File: config.mk
export PLATFORM = sky130hd
export DESIGN_NAME = wrf_top
export DESIGN_NICKNAME = d
export VERILOG_FILES = /design/src/wrf_pkg.sv /design/src/wrf_axil.sv /design/src/wrf_top.sv
export SDC_FILE = /design/constraint.sdc
export NUM_CORES = 1
export LEC_CHECK = 0
export ABC_CLOCK_PERIOD_IN_PS = 2700
export BUFFER_PORTS_ARGS = -buffer_cell sky130_fd_sc_hd__clkbuf_2
export CORE_MARGIN = 5
export CORE_UTILIZATION = 25
export DETAILED_ROUTE_END_ITERATION = 8
export SYNTH_ARGS = -nofsm -noshare
export SYNTH_HDL_FRONTEND = slang
export SYNTH_SLANG_ARGS = --single-unit
File: constraint.sdc
create_clock -name aclk -period 2.7 [get_ports aclk]
set_clock_uncertainty 0.15 [all_clocks]
set_input_delay 0 -clock aclk [delete_from_list [all_inputs] [get_ports aclk]]
set_output_delay 0 -clock aclk [all_outputs]
set_load 0.005 [all_outputs]
File: src/wrf_pkg.sv
// Purpose: shared constants and types for the watchdog and reset flags
// Assumes: 125 MHz aclk, AXI4-Lite register access
// Notes: register index times four gives the byte address
package wrf_pkg;
	localparam int unsigned clk_period_ns = 8;
	localparam int unsigned osc_period_ns = 31250;
	localparam int unsigned osc_div_cycles = osc_period_ns / clk_period_ns;
	localparam int unsigned instr_cycle_ns = 64;
	localparam int unsigned protect_window_instr = 4;
	localparam int unsigned protect_window_cycles =
		protect_window_instr * instr_cycle_ns / clk_period_ns;
	localparam int unsigned div_w = 12;
	localparam int unsigned win_w = 6;
	localparam int unsigned cnt_w = 18;
	localparam int unsigned addr_w = 10;
	localparam int unsigned idx_w = 8;
	localparam logic [idx_w-1:0] protect_idx = 8'h34;
	localparam logic [idx_w-1:0] reset_cause_idx = 8'h35;
	localparam logic [idx_w-1:0] ctrl_idx = 8'h36;
	localparam int unsigned rc_wd_bit = 3;
	localparam int unsigned rc_bo_bit = 2;
	localparam int unsigned rc_ext_bit = 1;
	localparam int unsigned rc_po_bit = 0;
	localparam logic [3:0] rc_reset = 4'h1;
	localparam int unsigned ct_flag_bit = 7;
	localparam int unsigned ct_ien_bit = 6;
	localparam int unsigned ct_psel3_bit = 5;
	localparam int unsigned ct_en_bit = 3;
	localparam logic [7:0] protect_signature = 8'hd8;
	localparam logic [3:0] psel_max = 4'h9;
	localparam logic [cnt_w-1:0] timeout_base = 18'h0_0200;
	localparam logic [1:0] resp_okay = 2'h0;
	localparam logic [1:0] resp_slverr = 2'h2;

	typedef struct packed {
		logic en;
		logic [idx_w-1:0] idx;
		logic [7:0] data;
	} wrf_wr_t;

	function automatic logic idx_hit(input logic [idx_w-1:0] idx);
		idx_hit = (idx == protect_idx) || (idx == reset_cause_idx) ||
			(idx == ctrl_idx);
	endfunction
endpackage

File: src/wrf_axil.sv
// Purpose: AXI4-Lite slave front end for the watchdog registers
// Assumes: one write and one read outstanding at most
// Notes: only byte lane 0 carries data; unmapped gives SLVERR
`timescale 1ns/1ps
module wrf_axil
(
	// clock and reset
	input wire logic aclk,
	input wire logic aresetn,
	// write address and data
	input wire logic [wrf_pkg::addr_w-1:0] awaddr,
	input wire logic awvalid,
	output logic awready,
	input wire logic [31:0] wdata,
	input wire logic [3:0] wstrb,
	input wire logic wvalid,
	output logic wready,
	// write response
	output logic [1:0] bresp,
	output logic bvalid,
	input wire logic bready,
	// read
	input wire logic [wrf_pkg::addr_w-1:0] araddr,
	input wire logic arvalid,
	output logic arready,
	output logic [31:0] rdata,
	output logic [1:0] rresp,
	output logic rvalid,
	input wire logic rready,
	// register side
	output wrf_pkg::wrf_wr_t wr,
	output logic [wrf_pkg::idx_w-1:0] rd_idx,
	input wire logic [7:0] rd_data
);
	typedef struct packed {
		logic aw_full;
		logic [wrf_pkg::idx_w-1:0] aw_idx;
		logic w_full;
		logic [7:0] w_data;
		logic w_lane;
		logic bvalid;
		logic [1:0] bresp;
		logic rvalid;
		logic [7:0] rdata;
		logic [1:0] rresp;
		wrf_pkg::wrf_wr_t wr;
	} wrf_axil_st_t;

	wrf_axil_st_t st_r;
	wrf_axil_st_t st_nxt;

	assign awready = !st_r.aw_full;
	assign wready = !st_r.w_full;
	assign arready = !st_r.rvalid;
	assign bvalid = st_r.bvalid;
	assign bresp = st_r.bresp;
	assign rvalid = st_r.rvalid;
	assign rresp = st_r.rresp;
	assign rdata = {24'h00_0000, st_r.rdata};
	assign wr = st_r.wr;
	assign rd_idx = araddr[wrf_pkg::addr_w-1:2];

	always_comb
	begin
		st_nxt = st_r;
		st_nxt.wr.en = 1'b0;
		if (awvalid && !st_r.aw_full)
		begin
			st_nxt.aw_full = 1'b1;
			st_nxt.aw_idx = awaddr[wrf_pkg::addr_w-1:2];
		end
		if (wvalid && !st_r.w_full)
		begin
			st_nxt.w_full = 1'b1;
			st_nxt.w_data = wdata[7:0];
			st_nxt.w_lane = wstrb[0];
		end
		if (st_r.bvalid && bready)
			st_nxt.bvalid = 1'b0;
		if (st_r.aw_full && st_r.w_full && !st_r.bvalid)
		begin
			st_nxt.aw_full = 1'b0;
			st_nxt.w_full = 1'b0;
			st_nxt.bvalid = 1'b1;
			st_nxt.bresp = wrf_pkg::idx_hit(st_r.aw_idx) ?
				wrf_pkg::resp_okay : wrf_pkg::resp_slverr;
			st_nxt.wr.en = st_r.w_lane && wrf_pkg::idx_hit(st_r.aw_idx);
			st_nxt.wr.idx = st_r.aw_idx;
			st_nxt.wr.data = st_r.w_data;
		end
		if (st_r.rvalid && rready)
			st_nxt.rvalid = 1'b0;
		if (arvalid && !st_r.rvalid)
		begin
			st_nxt.rvalid = 1'b1;
			st_nxt.rdata = rd_data;
			st_nxt.rresp = wrf_pkg::idx_hit(rd_idx) ?
				wrf_pkg::resp_okay : wrf_pkg::resp_slverr;
		end
	end

	always_ff @(posedge aclk)
	begin
		if (!aresetn)
			st_r <= '0;
		else
			st_r <= st_nxt;
	end
endmodule

File: src/wrf_top.sv
// Purpose: watchdog timer with reset cause flags behind AXI4-Lite
// Assumes: slow oscillator made from aclk by a divider enable
// Notes: aresetn is the power-on reset of the block
//
// Chosen here: the AXI4-Lite interface to the registers.
`timescale 1ns/1ps
// Function
// - reset cause bits 7:4 read zero
// - watchdog reset sets its cause flag
// - brown-out reset sets its cause flag
// - external reset sets its cause flag
// - power-on sets flag; only software zero clears
// - interrupt mode timeout sets flag; vector clears
// - writing one clears interrupt flag
// - irq needs global, enable and flag set
// - enables select stopped, interrupt or reset
// - both enables: timeout clears interrupt enable
// - enable bit written one enables, zero disables only inside protected window
// - level two keeps watchdog always enabled
// - level one: reset flag forces enable
// - four-bit prescaler selects 512 to 256K
// - reserved prescaler codes fall back below
// - prescaler changes only inside protected window
// - signature opens the change window
// - count restarts on disable, reset, restart
// - level one starts disabled, level two enabled
module wrf_top
#(
	parameter int unsigned osc_div = wrf_pkg::osc_div_cycles
)
(
	// clock and reset
	input wire logic aclk,
	input wire logic aresetn,
	// write address channel
	input wire logic [wrf_pkg::addr_w-1:0] awaddr,
	input wire logic awvalid,
	output logic awready,
	// write data channel
	input wire logic [31:0] wdata,
	input wire logic [3:0] wstrb,
	input wire logic wvalid,
	output logic wready,
	// write response channel
	output logic [1:0] bresp,
	output logic bvalid,
	input wire logic bready,
	// read address channel
	input wire logic [wrf_pkg::addr_w-1:0] araddr,
	input wire logic arvalid,
	output logic arready,
	// read data channel
	output logic [31:0] rdata,
	output logic [1:0] rresp,
	output logic rvalid,
	input wire logic rready,
	// reset sources and always-on fuse from pins
	input wire logic external_reset_req,
	input wire logic brownout_reset_req,
	input wire logic watchdog_always_on_fuse,
	// processor side
	input wire logic global_irq_enable,
	input wire logic watchdog_restart,
	input wire logic watchdog_vector_taken,
	// outputs
	output logic watchdog_irq,
	output logic watchdog_system_reset
);
	typedef struct packed {
		logic [1:0] ext_sync;
		logic [1:0] bod_sync;
		logic [1:0] fuse_sync;
		logic [3:0] rc;
		logic int_flag;
		logic int_en;
		logic wd_en;
		logic [3:0] psel;
		logic [wrf_pkg::div_w-1:0] div_cnt;
		logic [wrf_pkg::cnt_w-1:0] wd_cnt;
		logic [wrf_pkg::win_w-1:0] win_cnt;
		logic sys_rst;
	} wrf_st_t;

	wrf_st_t st_r;
	wrf_st_t st_nxt;
	wrf_pkg::wrf_wr_t wr;
	logic [wrf_pkg::idx_w-1:0] rd_idx;
	logic [7:0] rd_data;
	logic level2;
	logic en_eff;
	logic running;
	logic osc_tick;
	logic timeout;
	logic win_open;
	logic chip_rst;
	logic [3:0] psel_eff;
	logic [wrf_pkg::cnt_w-1:0] limit;

	wrf_axil u_axil
	(
		.aclk(aclk),
		.aresetn(aresetn),
		.awaddr(awaddr),
		.awvalid(awvalid),
		.awready(awready),
		.wdata(wdata),
		.wstrb(wstrb),
		.wvalid(wvalid),
		.wready(wready),
		.bresp(bresp),
		.bvalid(bvalid),
		.bready(bready),
		.araddr(araddr),
		.arvalid(arvalid),
		.arready(arready),
		.rdata(rdata),
		.rresp(rresp),
		.rvalid(rvalid),
		.rready(rready),
		.wr(wr),
		.rd_idx(rd_idx),
		.rd_data(rd_data)
	);

	// safety level and effective enable
	assign level2 = st_r.fuse_sync[1];
	assign en_eff = st_r.wd_en || level2 || st_r.rc[wrf_pkg::rc_wd_bit];
	assign running = en_eff || st_r.int_en;
	assign win_open = (st_r.win_cnt != '0);
	// chip reset from any non power-on source
	assign chip_rst = st_r.sys_rst || st_r.ext_sync[1] ||
		st_r.bod_sync[1];

	// divider enable standing in for the slow oscillator
	assign osc_tick =
		(st_r.div_cnt == wrf_pkg::div_w'(osc_div - 1));

	// reserved codes use the longest valid setting
	assign psel_eff = (st_r.psel > wrf_pkg::psel_max) ?
		wrf_pkg::psel_max : st_r.psel;
	assign limit = wrf_pkg::timeout_base << psel_eff;

	assign timeout = running && osc_tick &&
		(st_r.wd_cnt == limit - 1'b1);

	// interrupt request
	assign watchdog_irq = global_irq_enable && st_r.int_en &&
		st_r.int_flag;
	assign watchdog_system_reset = st_r.sys_rst;

	// register read mux
	always_comb
	begin
		rd_data = 8'h00;
		case (rd_idx)
			wrf_pkg::reset_cause_idx:
			begin
				rd_data = {4'h0, st_r.rc};
			end
			wrf_pkg::ctrl_idx:
			begin
				rd_data[wrf_pkg::ct_flag_bit] = st_r.int_flag;
				rd_data[wrf_pkg::ct_ien_bit] = st_r.int_en;
				rd_data[wrf_pkg::ct_psel3_bit] = st_r.psel[3];
				rd_data[wrf_pkg::ct_en_bit] = en_eff;
				rd_data[2:0] = st_r.psel[2:0];
			end
			default:
			begin
				rd_data = 8'h00;
			end
		endcase
	end

	// next state
	always_comb
	begin
		st_nxt = st_r;
		st_nxt.sys_rst = 1'b0;

		// pin synchronisers
		st_nxt.ext_sync = {st_r.ext_sync[0], external_reset_req};
		st_nxt.bod_sync = {st_r.bod_sync[0], brownout_reset_req};
		st_nxt.fuse_sync = {st_r.fuse_sync[0],
			watchdog_always_on_fuse};

		// oscillator divider
		if (osc_tick)
			st_nxt.div_cnt = '0;
		else
			st_nxt.div_cnt = st_r.div_cnt + 1'b1;

		// change window countdown
		if (win_open)
			st_nxt.win_cnt = st_r.win_cnt - 1'b1;

		// watchdog count
		if (!running || watchdog_restart)
			st_nxt.wd_cnt = '0;
		else if (timeout)
			st_nxt.wd_cnt = '0;
		else if (osc_tick)
			st_nxt.wd_cnt = st_r.wd_cnt + 1'b1;

		// software writes
		if (wr.en)
		begin
			case (wr.idx)
				wrf_pkg::protect_idx:
				begin
					if (wr.data == wrf_pkg::protect_signature)
						st_nxt.win_cnt = wrf_pkg::win_w'(
							wrf_pkg::protect_window_cycles);
				end
				wrf_pkg::reset_cause_idx:
				begin
					st_nxt.rc = st_r.rc & wr.data[3:0];
				end
				wrf_pkg::ctrl_idx:
				begin
					if (wr.data[wrf_pkg::ct_flag_bit])
						st_nxt.int_flag = 1'b0;
					st_nxt.int_en = wr.data[wrf_pkg::ct_ien_bit];
					if (wr.data[wrf_pkg::ct_en_bit])
						st_nxt.wd_en = 1'b1;
					else if (win_open && !level2)
						st_nxt.wd_en = 1'b0;
					if (win_open)
					begin
						st_nxt.psel = {wr.data[wrf_pkg::ct_psel3_bit],
							wr.data[2:0]};
						st_nxt.win_cnt = '0;
					end
					if (!running)
						st_nxt.wd_cnt = '0;
				end
				default:
				begin
					st_nxt.win_cnt = st_nxt.win_cnt;
				end
			endcase
		end

		// vector taken clears the flag
		if (watchdog_vector_taken)
			st_nxt.int_flag = 1'b0;

		// timeout action, set wins over clear
		if (timeout)
		begin
			if (st_r.int_en)
			begin
				st_nxt.int_flag = 1'b1;
				if (en_eff)
					st_nxt.int_en = 1'b0;
			end
			else
			begin
				st_nxt.sys_rst = 1'b1;
			end
		end

		// chip reset: note cause, reinit control
		if (chip_rst)
		begin
			st_nxt.int_flag = 1'b0;
			st_nxt.int_en = 1'b0;
			st_nxt.wd_en = 1'b0;
			st_nxt.psel = 4'h0;
			st_nxt.wd_cnt = '0;
			st_nxt.win_cnt = '0;
			if (st_r.sys_rst)
				st_nxt.rc[wrf_pkg::rc_wd_bit] = 1'b1;
			if (st_r.bod_sync[1])
				st_nxt.rc[wrf_pkg::rc_bo_bit] = 1'b1;
			if (st_r.ext_sync[1])
				st_nxt.rc[wrf_pkg::rc_ext_bit] = 1'b1;
		end
	end

	// state register; power-on leaves only its own flag
	always_ff @(posedge aclk)
	begin
		if (!aresetn)
		begin
			st_r <= '0;
			st_r.rc <= wrf_pkg::rc_reset;
		end
		else
		begin
			st_r <= st_nxt;
		end
	end
endmodule
=== Yosys cells after proc, flatten, opt, wreduce, memory -nomap -nowiden ===
Index checks and enable logic that the tools add are counted.

* Flip-flop bits (word level): 103
* Latch bits: 0
* Memory bits (writable): 0
* ROM bits: 0
* Bits of input ports: 69
* Output and inout bits: 43
* Word-level logic and storage cells: 122
* Memories kept: 0

* Add/subtract/negate cells: 4
* Multiply operators: 0
* Divide/modulo/power cells: 0
* Magnitude comparators: 1
* Eq/ne operators: 12
* Shift operators: 1
* Multiplexer cells: 35
* Bitwise gates (word level): 2
* Reductions and logical operators: 41

{| class="wikitable"
|+ Operators by type and width
! cell !! number
|-
| 2-to-1 mux 18 bit || 5
|-
| equality test 8 x 6 -> 1 bit, second input constant || 9
|-
| 2-to-1 mux 24 bit || 1
|-
| 2-to-1 mux 11 bit || 2
|-
| adder 18 x 1 -> 18 bit, second input constant || 1
|-
| equality test 18 bit || 1
|-
| 2-to-1 mux 6 bit || 3
|-
| left shift 10 x 4 -> 18 bit, first input constant || 1
|-
| subtractor 18 x 1 -> 18 bit, second input constant || 1
|-
| logical AND 1 bit || 13
|-
| adder 12 x 1 -> 12 bit, second input constant || 1
|-
| equality test 12 bit, second input constant || 1
|-
| 2-to-1 mux 4 bit || 3
|-
| one-hot mux 6 bit (2 select lines) || 1
|-
| 2-to-1 mux 1 bit || 11
|-
| logical OR 1 bit || 10
|-
| 2-to-1 mux 3 bit || 3
|-
| equality test 8 bit, second input constant || 1
|-
| 2-to-1 mux 2 bit || 4
|-
| one-hot mux 4 bit (2 select lines) || 1
|-
| 2-to-1 mux 7 bit || 1
|-
| logical NOT 1 bit || 6
|-
| AND reduction 2 bit || 3
|-
| AND reduction 3 bit || 2
|-
| 7 further kinds || 11
|}

=== Longest topological paths before layout ===
Gate-level depths: netlist (run 1).

* Word-level depth: 11
* Depth in mapped cells: 13
* Depth with buffers taken out: 9

=== Cells and area by module ===
Synthesis (run 1) repeated with hierarchy kept, for this count alone.

* Cell total of the unflattened synthesis: 580
* Area, all modules: 5,193.7 um^2

{| class="wikitable"
|+ By module, submodules not included
! module !! instances !! cells each !! area each (um^2) !! sequential area each (um^2)
|-
| wrf_top || 1 || 349 || 2,986.6 || 1,081.0
|-
| wrf_axil || 1 || 231 || 2,207.1 || 960.9
|}

=== Worst setup path before layout (run 1) ===
Ideal clock, no wire load.

* Path kind: register to register
* Start: register st_r[40] (netlist bit)
* End: register st_r[15] (netlist bit)
* Data arrival time: 2.316 ns
* Slack: 0.170 ns
* Stages on the path, launching flop included: 14
* Path buffers: 4
* Path through: dfxtp_1 > buf_4 > nor2_1 > nand3b_1 > ha_1 > buf_2 > or3_1 > a21oi_1 > a211oi_1 > o32a_1 > a21o_1 > buf_6 > buf_6 > nor2_1

* Cells in the longest elaborated chain, start to end: 11

{| class="wikitable"
|+ RTL lines
! item !! RTL line !! source
|-
| from (decl) || wrf_top.sv:84 || <nowiki>wrf_st_t st_r;</nowiki>
|-
| from (signal assigned) || wrf_top.sv:291 || <nowiki>st_r <= st_nxt;</nowiki>
|-
| > comparator 4 bit || wrf_top.sv:139 || <nowiki>assign psel_eff = (st_r.psel > wrf_pkg::psel_max) ?</nowiki>
|-
| 2-to-1 mux 4 bit * || wrf_top.sv:139 ||
|-
| left shift 10 x 4 -> 18 bit * || wrf_top.sv:141 || <nowiki>assign limit = wrf_pkg::timeout_base << psel_eff;</nowiki>
|-
| subtractor 18 x 1 -> 18 bit * || wrf_top.sv:144 || <nowiki>(st_r.wd_cnt == limit - 1'b1);</nowiki>
|-
| equality test 18 bit * || wrf_top.sv:144 ||
|-
| logical AND 1 bit * || wrf_top.sv:143 || <nowiki>assign timeout = running && osc_tick &&</nowiki>
|-
| 2-to-1 mux 18 bit * || wrf_top.sv:200 || <nowiki>else if (timeout)</nowiki>
|-
| 2-to-1 mux 18 bit * || wrf_top.sv:198 || <nowiki>if (!running || watchdog_restart)</nowiki>
|-
| 2-to-1 mux 18 bit || wrf_top.sv:234 || <nowiki>if (!running)</nowiki>
|-
| 2-to-1 mux 18 bit || wrf_top.sv:208 || <nowiki>case (wr.idx)</nowiki>
|-
| 2-to-1 mux 24 bit * || wrf_top.sv:206 || <nowiki>if (wr.en)</nowiki>
|}

Every way passes the cells marked *; elsewhere a longest branch is shown, timed or not.
A chain may end at the register's enable or synchronous reset.

=== Worst setup path after layout (run 1) ===
* Start: register st_r[38] (netlist bit)
* End: register st_r[21] (netlist bit)

Same word-level chain as after synthesis.

==> run_results.csv, run 1 <==
group,metric,value,unit
setup_path,path_cells,"nor2_1 > nand2_1 > ha_1 > or3_1 > a21oi_1 > a211oi_1 > o32a_1 > a21o_1 > buf_12 > nor2_1",
finish,synthToLayoutAreaGrowth,22.7,%
yosys,synth_top_area_frac,0.442,
global_routing,grt_use_total,0.0966,
yosys,synth_edf_count,0,
placed_design,hpwl,7240,µm
power_and_ir_drop,power_density,564,nW/µm²
min_path,worstHoldStart,"watchdog_restart",
yosys,synth_area,4570,µm²
yosys,ys_async_sr_fraction,0,
global_routing,grt_max_degree,32,
routing,vias,3621,
routing,post_drt_wl_per_cell,12.3,µm
power_and_ir_drop,cellLeakagePower,0.00226,µW
setup_path,cp_slowest_cell,"dfxtp_1",
finish,antennaDiodeCount,0,
yosys,synthXorXnorAreaFrac,0.0594,
setup_path,worstSetupPathType,"flop to flop",
setup_path,r2r_start,"st_r[38]$_SDFFE_PP0P_",
yosys,yosys.cell_types.count,55,
global_routing,antenna_found_initial,0,
clock_tree,cts_buffer_depth,2,
clock_tree,cts_tree,"yes",
yosys,synth_compound_area_frac,0.115,
min_path,min_path_cells,5,
clock_tree,cts_made_buffers,9,
sta,rsz0062_at_grt,"no",
yosys,synthFlopType,"dfxtp_1",
routing,drt_iter0_drc,174,
sta,maxSlewHeadroom,0.530,
setup_path,reg2reg_to,"st_r[21]$_SDFF_PP0_",
sta,final-setup-viol-count,0,
setup_path,crit_fanout,18,
yosys,yosysSeqAreaShare,0.442,
yosys,synthAdderAreaFrac,0.0164,
sta,max_clock_freq,0.401,GHz
routing,antenna_left,0,
min_path,holdPathEnd,"st_r[23]$_SDFF_PP0_",
finish,fin_nets,663,
routing,drc,0,
setup_path,required,2.84,ns
setup_path,end_kind,"flop",
routing,routed_wl,10100,µm
setup_path,path_common_cell,"nor2_1",
yosys,synth_top_cell_by_area,"dfxtp_1",
clock_tree,cts_root_buffer,"clkbuf_16",
setup_path,start_kind,"flop",
routing,vias_per_cell,4.41,
clock_tree,clk_latency,0.35,ns
floorplan,core,18000,µm²
global_routing,grt_pass1_vias,3527,
yosys,ys_top_cells_by_area,"dfxtp_1, buf_4, nor2_1",
sta,period_share,0.923,
setup_path,worstPathArrival,2.63,ns
setup_path,crit_buf_inv,1,
yosys,ys_seq_elements,101,
setup_path,max_stage_delay,0.38,ns
global_routing,grt_pass1_wl,17100,µm
setup_path,r2r_slack,0.21,ns
clock_tree,h-tree-depth,3,
floorplan,ios,112,
floorplan,die_x,145,µm
setup_path,critPathTopFamily,"compound AO/OA/AOI/OAI gates",
clock_tree,clkSinkCount,101,
floorplan,initial_utilization,0.255,
sta,finalSetupTns,0,ns
routing,firstDrtPassIters,4,
yosys,avgSynthCellArea,8.97,µm²
global_routing,overflow,0,
yosys,ys_warn_count,0,
setup_path,rr_worst_depth,10,
sta,slew_viol_final,0,
yosys,yosysMostFrequentCell,"dfxtp_1",
yosys,synthTopCellsByCount,"dfxtp_1, nor2_1, nand2_1",
finish,final_util,0.312,
floorplan,die_area,21100,µm²
sta,fin_crit,2.49,ns
yosys,synth_cells,510,
placed_design,gp_congestion,0.770,
status,status,"completed",
power_and_ir_drop,peakVddDrop,0.341,mV
yosys,synthMuxAreaShare,0.0331,
finish,drive_above_1_share,0.152,
min_path,hold_class,"input port to flop",
yosys,synthSimpleGateAreaFrac,0.238,
sta,worst_pin_slew,0.706,ns
yosys,synth_top_family_by_area,"simple AND/OR/NAND/NOR gates",
floorplan,die_y,145,µm
floorplan,num_rows,49,
placed_design,portBuffers,53,
sta,hold_violations,0,
job,drv_cap,0,
clock_tree,clk_pin_slew_worst_paths,0.07,ns
-- through the flow --
step                      total power [µW]  instance area [µm²]  std cells  hold WS (ns)  setup slack, ns
after floorplan                       1700                 4670        536       -0.0510            0.170
after global placement                1740                 4950        773        0.0408            0.253
after detailed placement              1740                 4950        773        0.0459            0.226
after CTS                             3210                 5610        822        0.0258            0.210
after global routing                  3300                 5610        822        0.0530          0.00450
final                                 3160                 5610        822        0.0299            0.207
-- where the power goes --
part | internal, µW | switching [µW] | leakage [µW]
clock | 851 | 572 | 0.000163
combinational | 95.3 | 96.0 | 0.00127
sequential | 1520 | 25.3 | 0.000820
-- cells in the final DEF, fill, tap and decap left out, drive strengths merged, types with 6 or more instances in the layout --
cell type / n
nand4: 10
nor3: 22
clkbuf: 64
xnor2: 15
a22oi: 6
ha: 6
o21ai: 11
mux2i: 14
dlygate4sd3: 33
nand2: 42
nor2b: 6
dfxtp: 101
a22o: 17
and3: 9
nor2: 66
nand3: 11
a21oi: 27
and2: 9
conb: 27
buf: 13
inv: 17
xor2: 16
-- layer usage --
metal | share of wire | GRT usage | wire [µm] | up-vias
met2 | 0.47 | 0.162 | 4760 | 63
met5 | 0 | 0 | 0 | -
met4 | 0.014 | 0.0350 | 143 | 0
li1 | - | - | - | 1865
met3 | 0.035 | 0.0221 | 355 | 9
met1 | 0.48 | 0.122 | 4820 | 1684
-- state kept, by name, indices dropped and copies added, names as in the netlist --
register,cells
st_r,49
u_axil.bresp,1
u_axil.bvalid,1
level2,1
u_axil.rdata,7
u_axil.wr,17
st_nxt,3
u_axil.rresp,1
u_axil.st_r,19
watchdog_system_reset,1
u_axil.rvalid,1
-- tightest hold or removal path: stages --
cell	delay, ns
clkbuf_2	0.07
or3_1	0.09
a21o_1	0.12
buf_12	0.15
nor2_2	0.04
-- area by class of cell --
| cell class | instances | area, µm² |
|---|---|---|
| Multi-Input combinational cell | 363 | 2210 |
| Timing Repair Buffer | 99 | 706 |
| Tap cell | 229 | 287 |
| Sequential cell | 101 | 2020 |
| Clock buffer | 11 | 243 |
| Fill cell | 1892 | 12400 |
| Inverter | 14 | 52.6 |
| Clock inverter | 5 | 88.8 |
-- cells by family (layout without fill, tap and decap cells) --
group | Yosys count | in the layout
AO/OA/AOI/OAI | 78 | 78
XOR/XNOR | 31 | 31
adder cells (fa/ha/maj) | 6 | 6
buffers and inverters | 72 | 129
flip-flops | 101 | 101
multiplexers | 15 | 15
other | 1 | 27
AND/OR/NAND/NOR | 206 | 206
-- how the worst max path moves through the flow --
stage,start,cells past startpoint,endpoint
detailed placement,st_r[38]$_SDFFE_PP0P_,10,st_r[11]$_SDFF_PP0_
floorplan,st_r[40]$_SDFFE_PP0P_,13,st_r[15]$_SDFF_PP0_
finish,st_r[38]$_SDFFE_PP0P_,10,st_r[21]$_SDFF_PP0_
CTS,st_r[38]$_SDFFE_PP0P_,10,st_r[10]$_SDFF_PP0_
global route,st_r[38]$_SDFFE_PP0P_,10,st_r[18]$_SDFF_PP0_
global placement,st_r[38]$_SDFFE_PP0P_,10,st_r[8]$_SDFF_PP0_
-- what timing repair did --
action | CTS | global route
resized for setup | 0 | 0
hold buffers | 33 | 0
setup buffers | 0 | 0
setup endpoints to repair | 0 | 0
hold endpoints to repair | 39 | 0
Power figures use the tool's default switching activity.
==> run 2: changes to the inputs <==
Settings changed: CELL_PAD_IN_SITES_DETAIL_PLACEMENT from default to 0, CELL_PAD_IN_SITES_GLOBAL_PLACEMENT from default to 1, PLACE_DENSITY_LB_ADDON from default to 0.1.
==> run_results.csv, run 2 (synthesis gave the netlist of run 1 again) <==
group,metric,value,unit
status,status,"completed",
finish,fill_cells,1879,
finish,fin_nets,666,
power_and_ir_drop,seqPwrFrac,0.482,
global_routing,use_met2,0.170,
clock_tree,cts_tree,"yes",
sta,fin_crit,2.49,ns
finish,regMostFlops,"st_r",
global_routing,grt_util_met3,0.0206,
global_routing,overflow,0,
setup_path,start_kind,"flop",
sta,rsz0062_at_grt,"no",
power_and_ir_drop,pwr-share-clk,0.458,
clock_tree,cts_root_buffer,"clkbuf_16",
global_routing,grt_use_total,0.105,
floorplan,die_x,145,µm
power_and_ir_drop,power_density,568,nW/µm²
finish,largest_reg_flops,49,
power_and_ir_drop,combPwrFrac,0.060,
setup_path,worstPathArrival,2.63,ns
global_routing,grt_max_degree,20,
finish,final_cell_area,5650,µm²
min_path,min_path_cells,5,
routing,routed_wl,10800,µm
setup_path,rr_worst_depth,10,
job,drv_cap,0,
setup_path,r2r_slack,0.21,ns
clock_tree,clkSinkCount,101,
sta,max_clock_freq,0.401,GHz
sta,worst_pin_slew,0.716,ns
setup_path,r2r_start,"st_r[37]$_SDFFE_PP0P_",
sta,period_share,0.924,
finish,antennaDiodeCount,0,
min_path,worstHoldStart,"araddr[8]",
sta,maxSlewHeadroom,0.522,
finish,final_common_cell,"dfxtp_1",
sta,slew_viol_final,0,
clock_tree,clk_pin_slew_worst_paths,0.07,ns
power_and_ir_drop,peakVddDrop,0.323,mV
min_path,holdPathEnd,"u_axil.rdata[2]$_SDFFE_PN0P_",
sta,hold_violations,0,
clock_tree,clk_latency,0.35,ns
floorplan,num_rows,49,
routing,antenna_left,0,
global_routing,grt_pass1_vias,3625,
setup_path,end_kind,"flop",
placed_design,dpl-instance-area,4960,µm²
placed_design,gp_congestion,0.728,
global_routing,busiest_layer,"met2",
placed_design,hpwl,8060,µm
power_and_ir_drop,cellLeakagePower,0.00227,µW
clock_tree,post_cts_buffers,0,
floorplan,ios,112,
setup_path,crit_fanout,18,
routing,firstDrtPassIters,4,
floorplan,initial_utilization,0.255,
clock_tree,cts_buffer_depth,2,
setup_path,required,2.83,ns
global_routing,grt_pass1_wl,18300,µm
routing,drc,0,
clock_tree,h-tree-depth,3,
floorplan,core,18000,µm²
setup_path,worstSetupPathType,"flop to flop",
sta,finalHoldWorstSlack,0.0544,ns
setup_path,reg2reg_to,"st_r[20]$_SDFF_PP0_",
global_routing,antenna_found_initial,0,
finish,drive_above_1_share,0.156,
floorplan,die_area,21100,µm²
floorplan,die_y,145,µm
routing,drt_iter0_drc,167,
power_and_ir_drop,power,3210,µW
routing,vias,3595,
sta,finalSetupTns,0,ns
min_path,hold_class,"input port to flop",
routing,post_drt_wl_per_cell,13.0,µm
clock_tree,cts_made_buffers,9,
routing,vias_per_cell,4.36,
placed_design,dp_slack,0.203,ns
sta,layout_setup_ws,0.205,ns
placed_design,portBuffers,53,
finish,synthToLayoutAreaGrowth,23.6,%
power_and_ir_drop,p_sw_frac,0.223,
power_and_ir_drop,power_switching,716,µW
power_and_ir_drop,p_int,2490,µW
finish,final_cell_mix,"dfxtp_1, nor2_1, clkbuf_2",
global_routing,grt_use_met1,0.137,
sta,final-setup-viol-count,0,
[run 2: area by class of cell]
cell class	count	area, µm²	area share
multi-input combinational	363	2220	0.393
inverter	14	52.6	0.00930
timing repair buffer	102	733	0.130
tap	229	287	0.0507
clock buffer	11	253	0.0447
sequential	101	2020	0.358
clock inverter	5	86.3	0.0153
[run 2: worst max-delay path: stages, from the launching register on]
cell      delay (ns)
dfxtp_1         0.36
nor2_1          0.22
nand2_1         0.08
ha_1            0.25
or3_1           0.34
a21oi_1         0.17
a211oi_1        0.07
o32a_1          0.33
a21o_1          0.20
buf_12          0.15
nor2_1          0.10
[run 2: per-layer routing]
| layer | wire length, µm | part of all wire |
|---|---|---|
| met1 | 5300 | 0.49 |
| met2 | 4920 | 0.46 |
| met3 | 370 | 0.034 |
| met4 | 179 | 0.017 |
| met5 | 0 | 0 |
[run 2: metrics by stage]
step,std cells,util
finish,825,0.315
floorplan,536,-
detailed placement,774,0.276
CTS,825,0.314
global placement,774,0.276
global route,825,0.315
[run 2: how the worst max path moves through the flow]
stage                               start             endpoint  cells after the start
global route        st_r[37]$_SDFFE_PP0P_   st_r[8]$_SDFF_PP0_                     10
detailed placement  st_r[37]$_SDFFE_PP0P_  st_r[42]$_SDFF_PP0_                     10
global placement    st_r[37]$_SDFFE_PP0P_   st_r[8]$_SDFF_PP0_                     10
CTS                 st_r[37]$_SDFFE_PP0P_  st_r[20]$_SDFF_PP0_                     10
floorplan           st_r[40]$_SDFFE_PP0P_  st_r[15]$_SDFF_PP0_                     13
finish              st_r[37]$_SDFFE_PP0P_  st_r[20]$_SDFF_PP0_                     10
[run 2: repair_timing]
item / CTS / global route
resized for setup: 0 / 1
hold buffers: 35 / 0
endpoints found under the setup margin: 0 / 18
endpoints found under the hold margin: 30 / 0
[run 2: power by group through the flow]
stage / Sequential (µW) / Clock, µW / Combinational, µW
after floorplan: 1570 / 0 / 126
after CTS: 1550 / 1550 / 195
after detailed placement: 1580 / 0 / 155
final: 1550 / 1470 / 193
after global routing: 1550 / 1590 / 219
after global placement: 1580 / 0 / 154
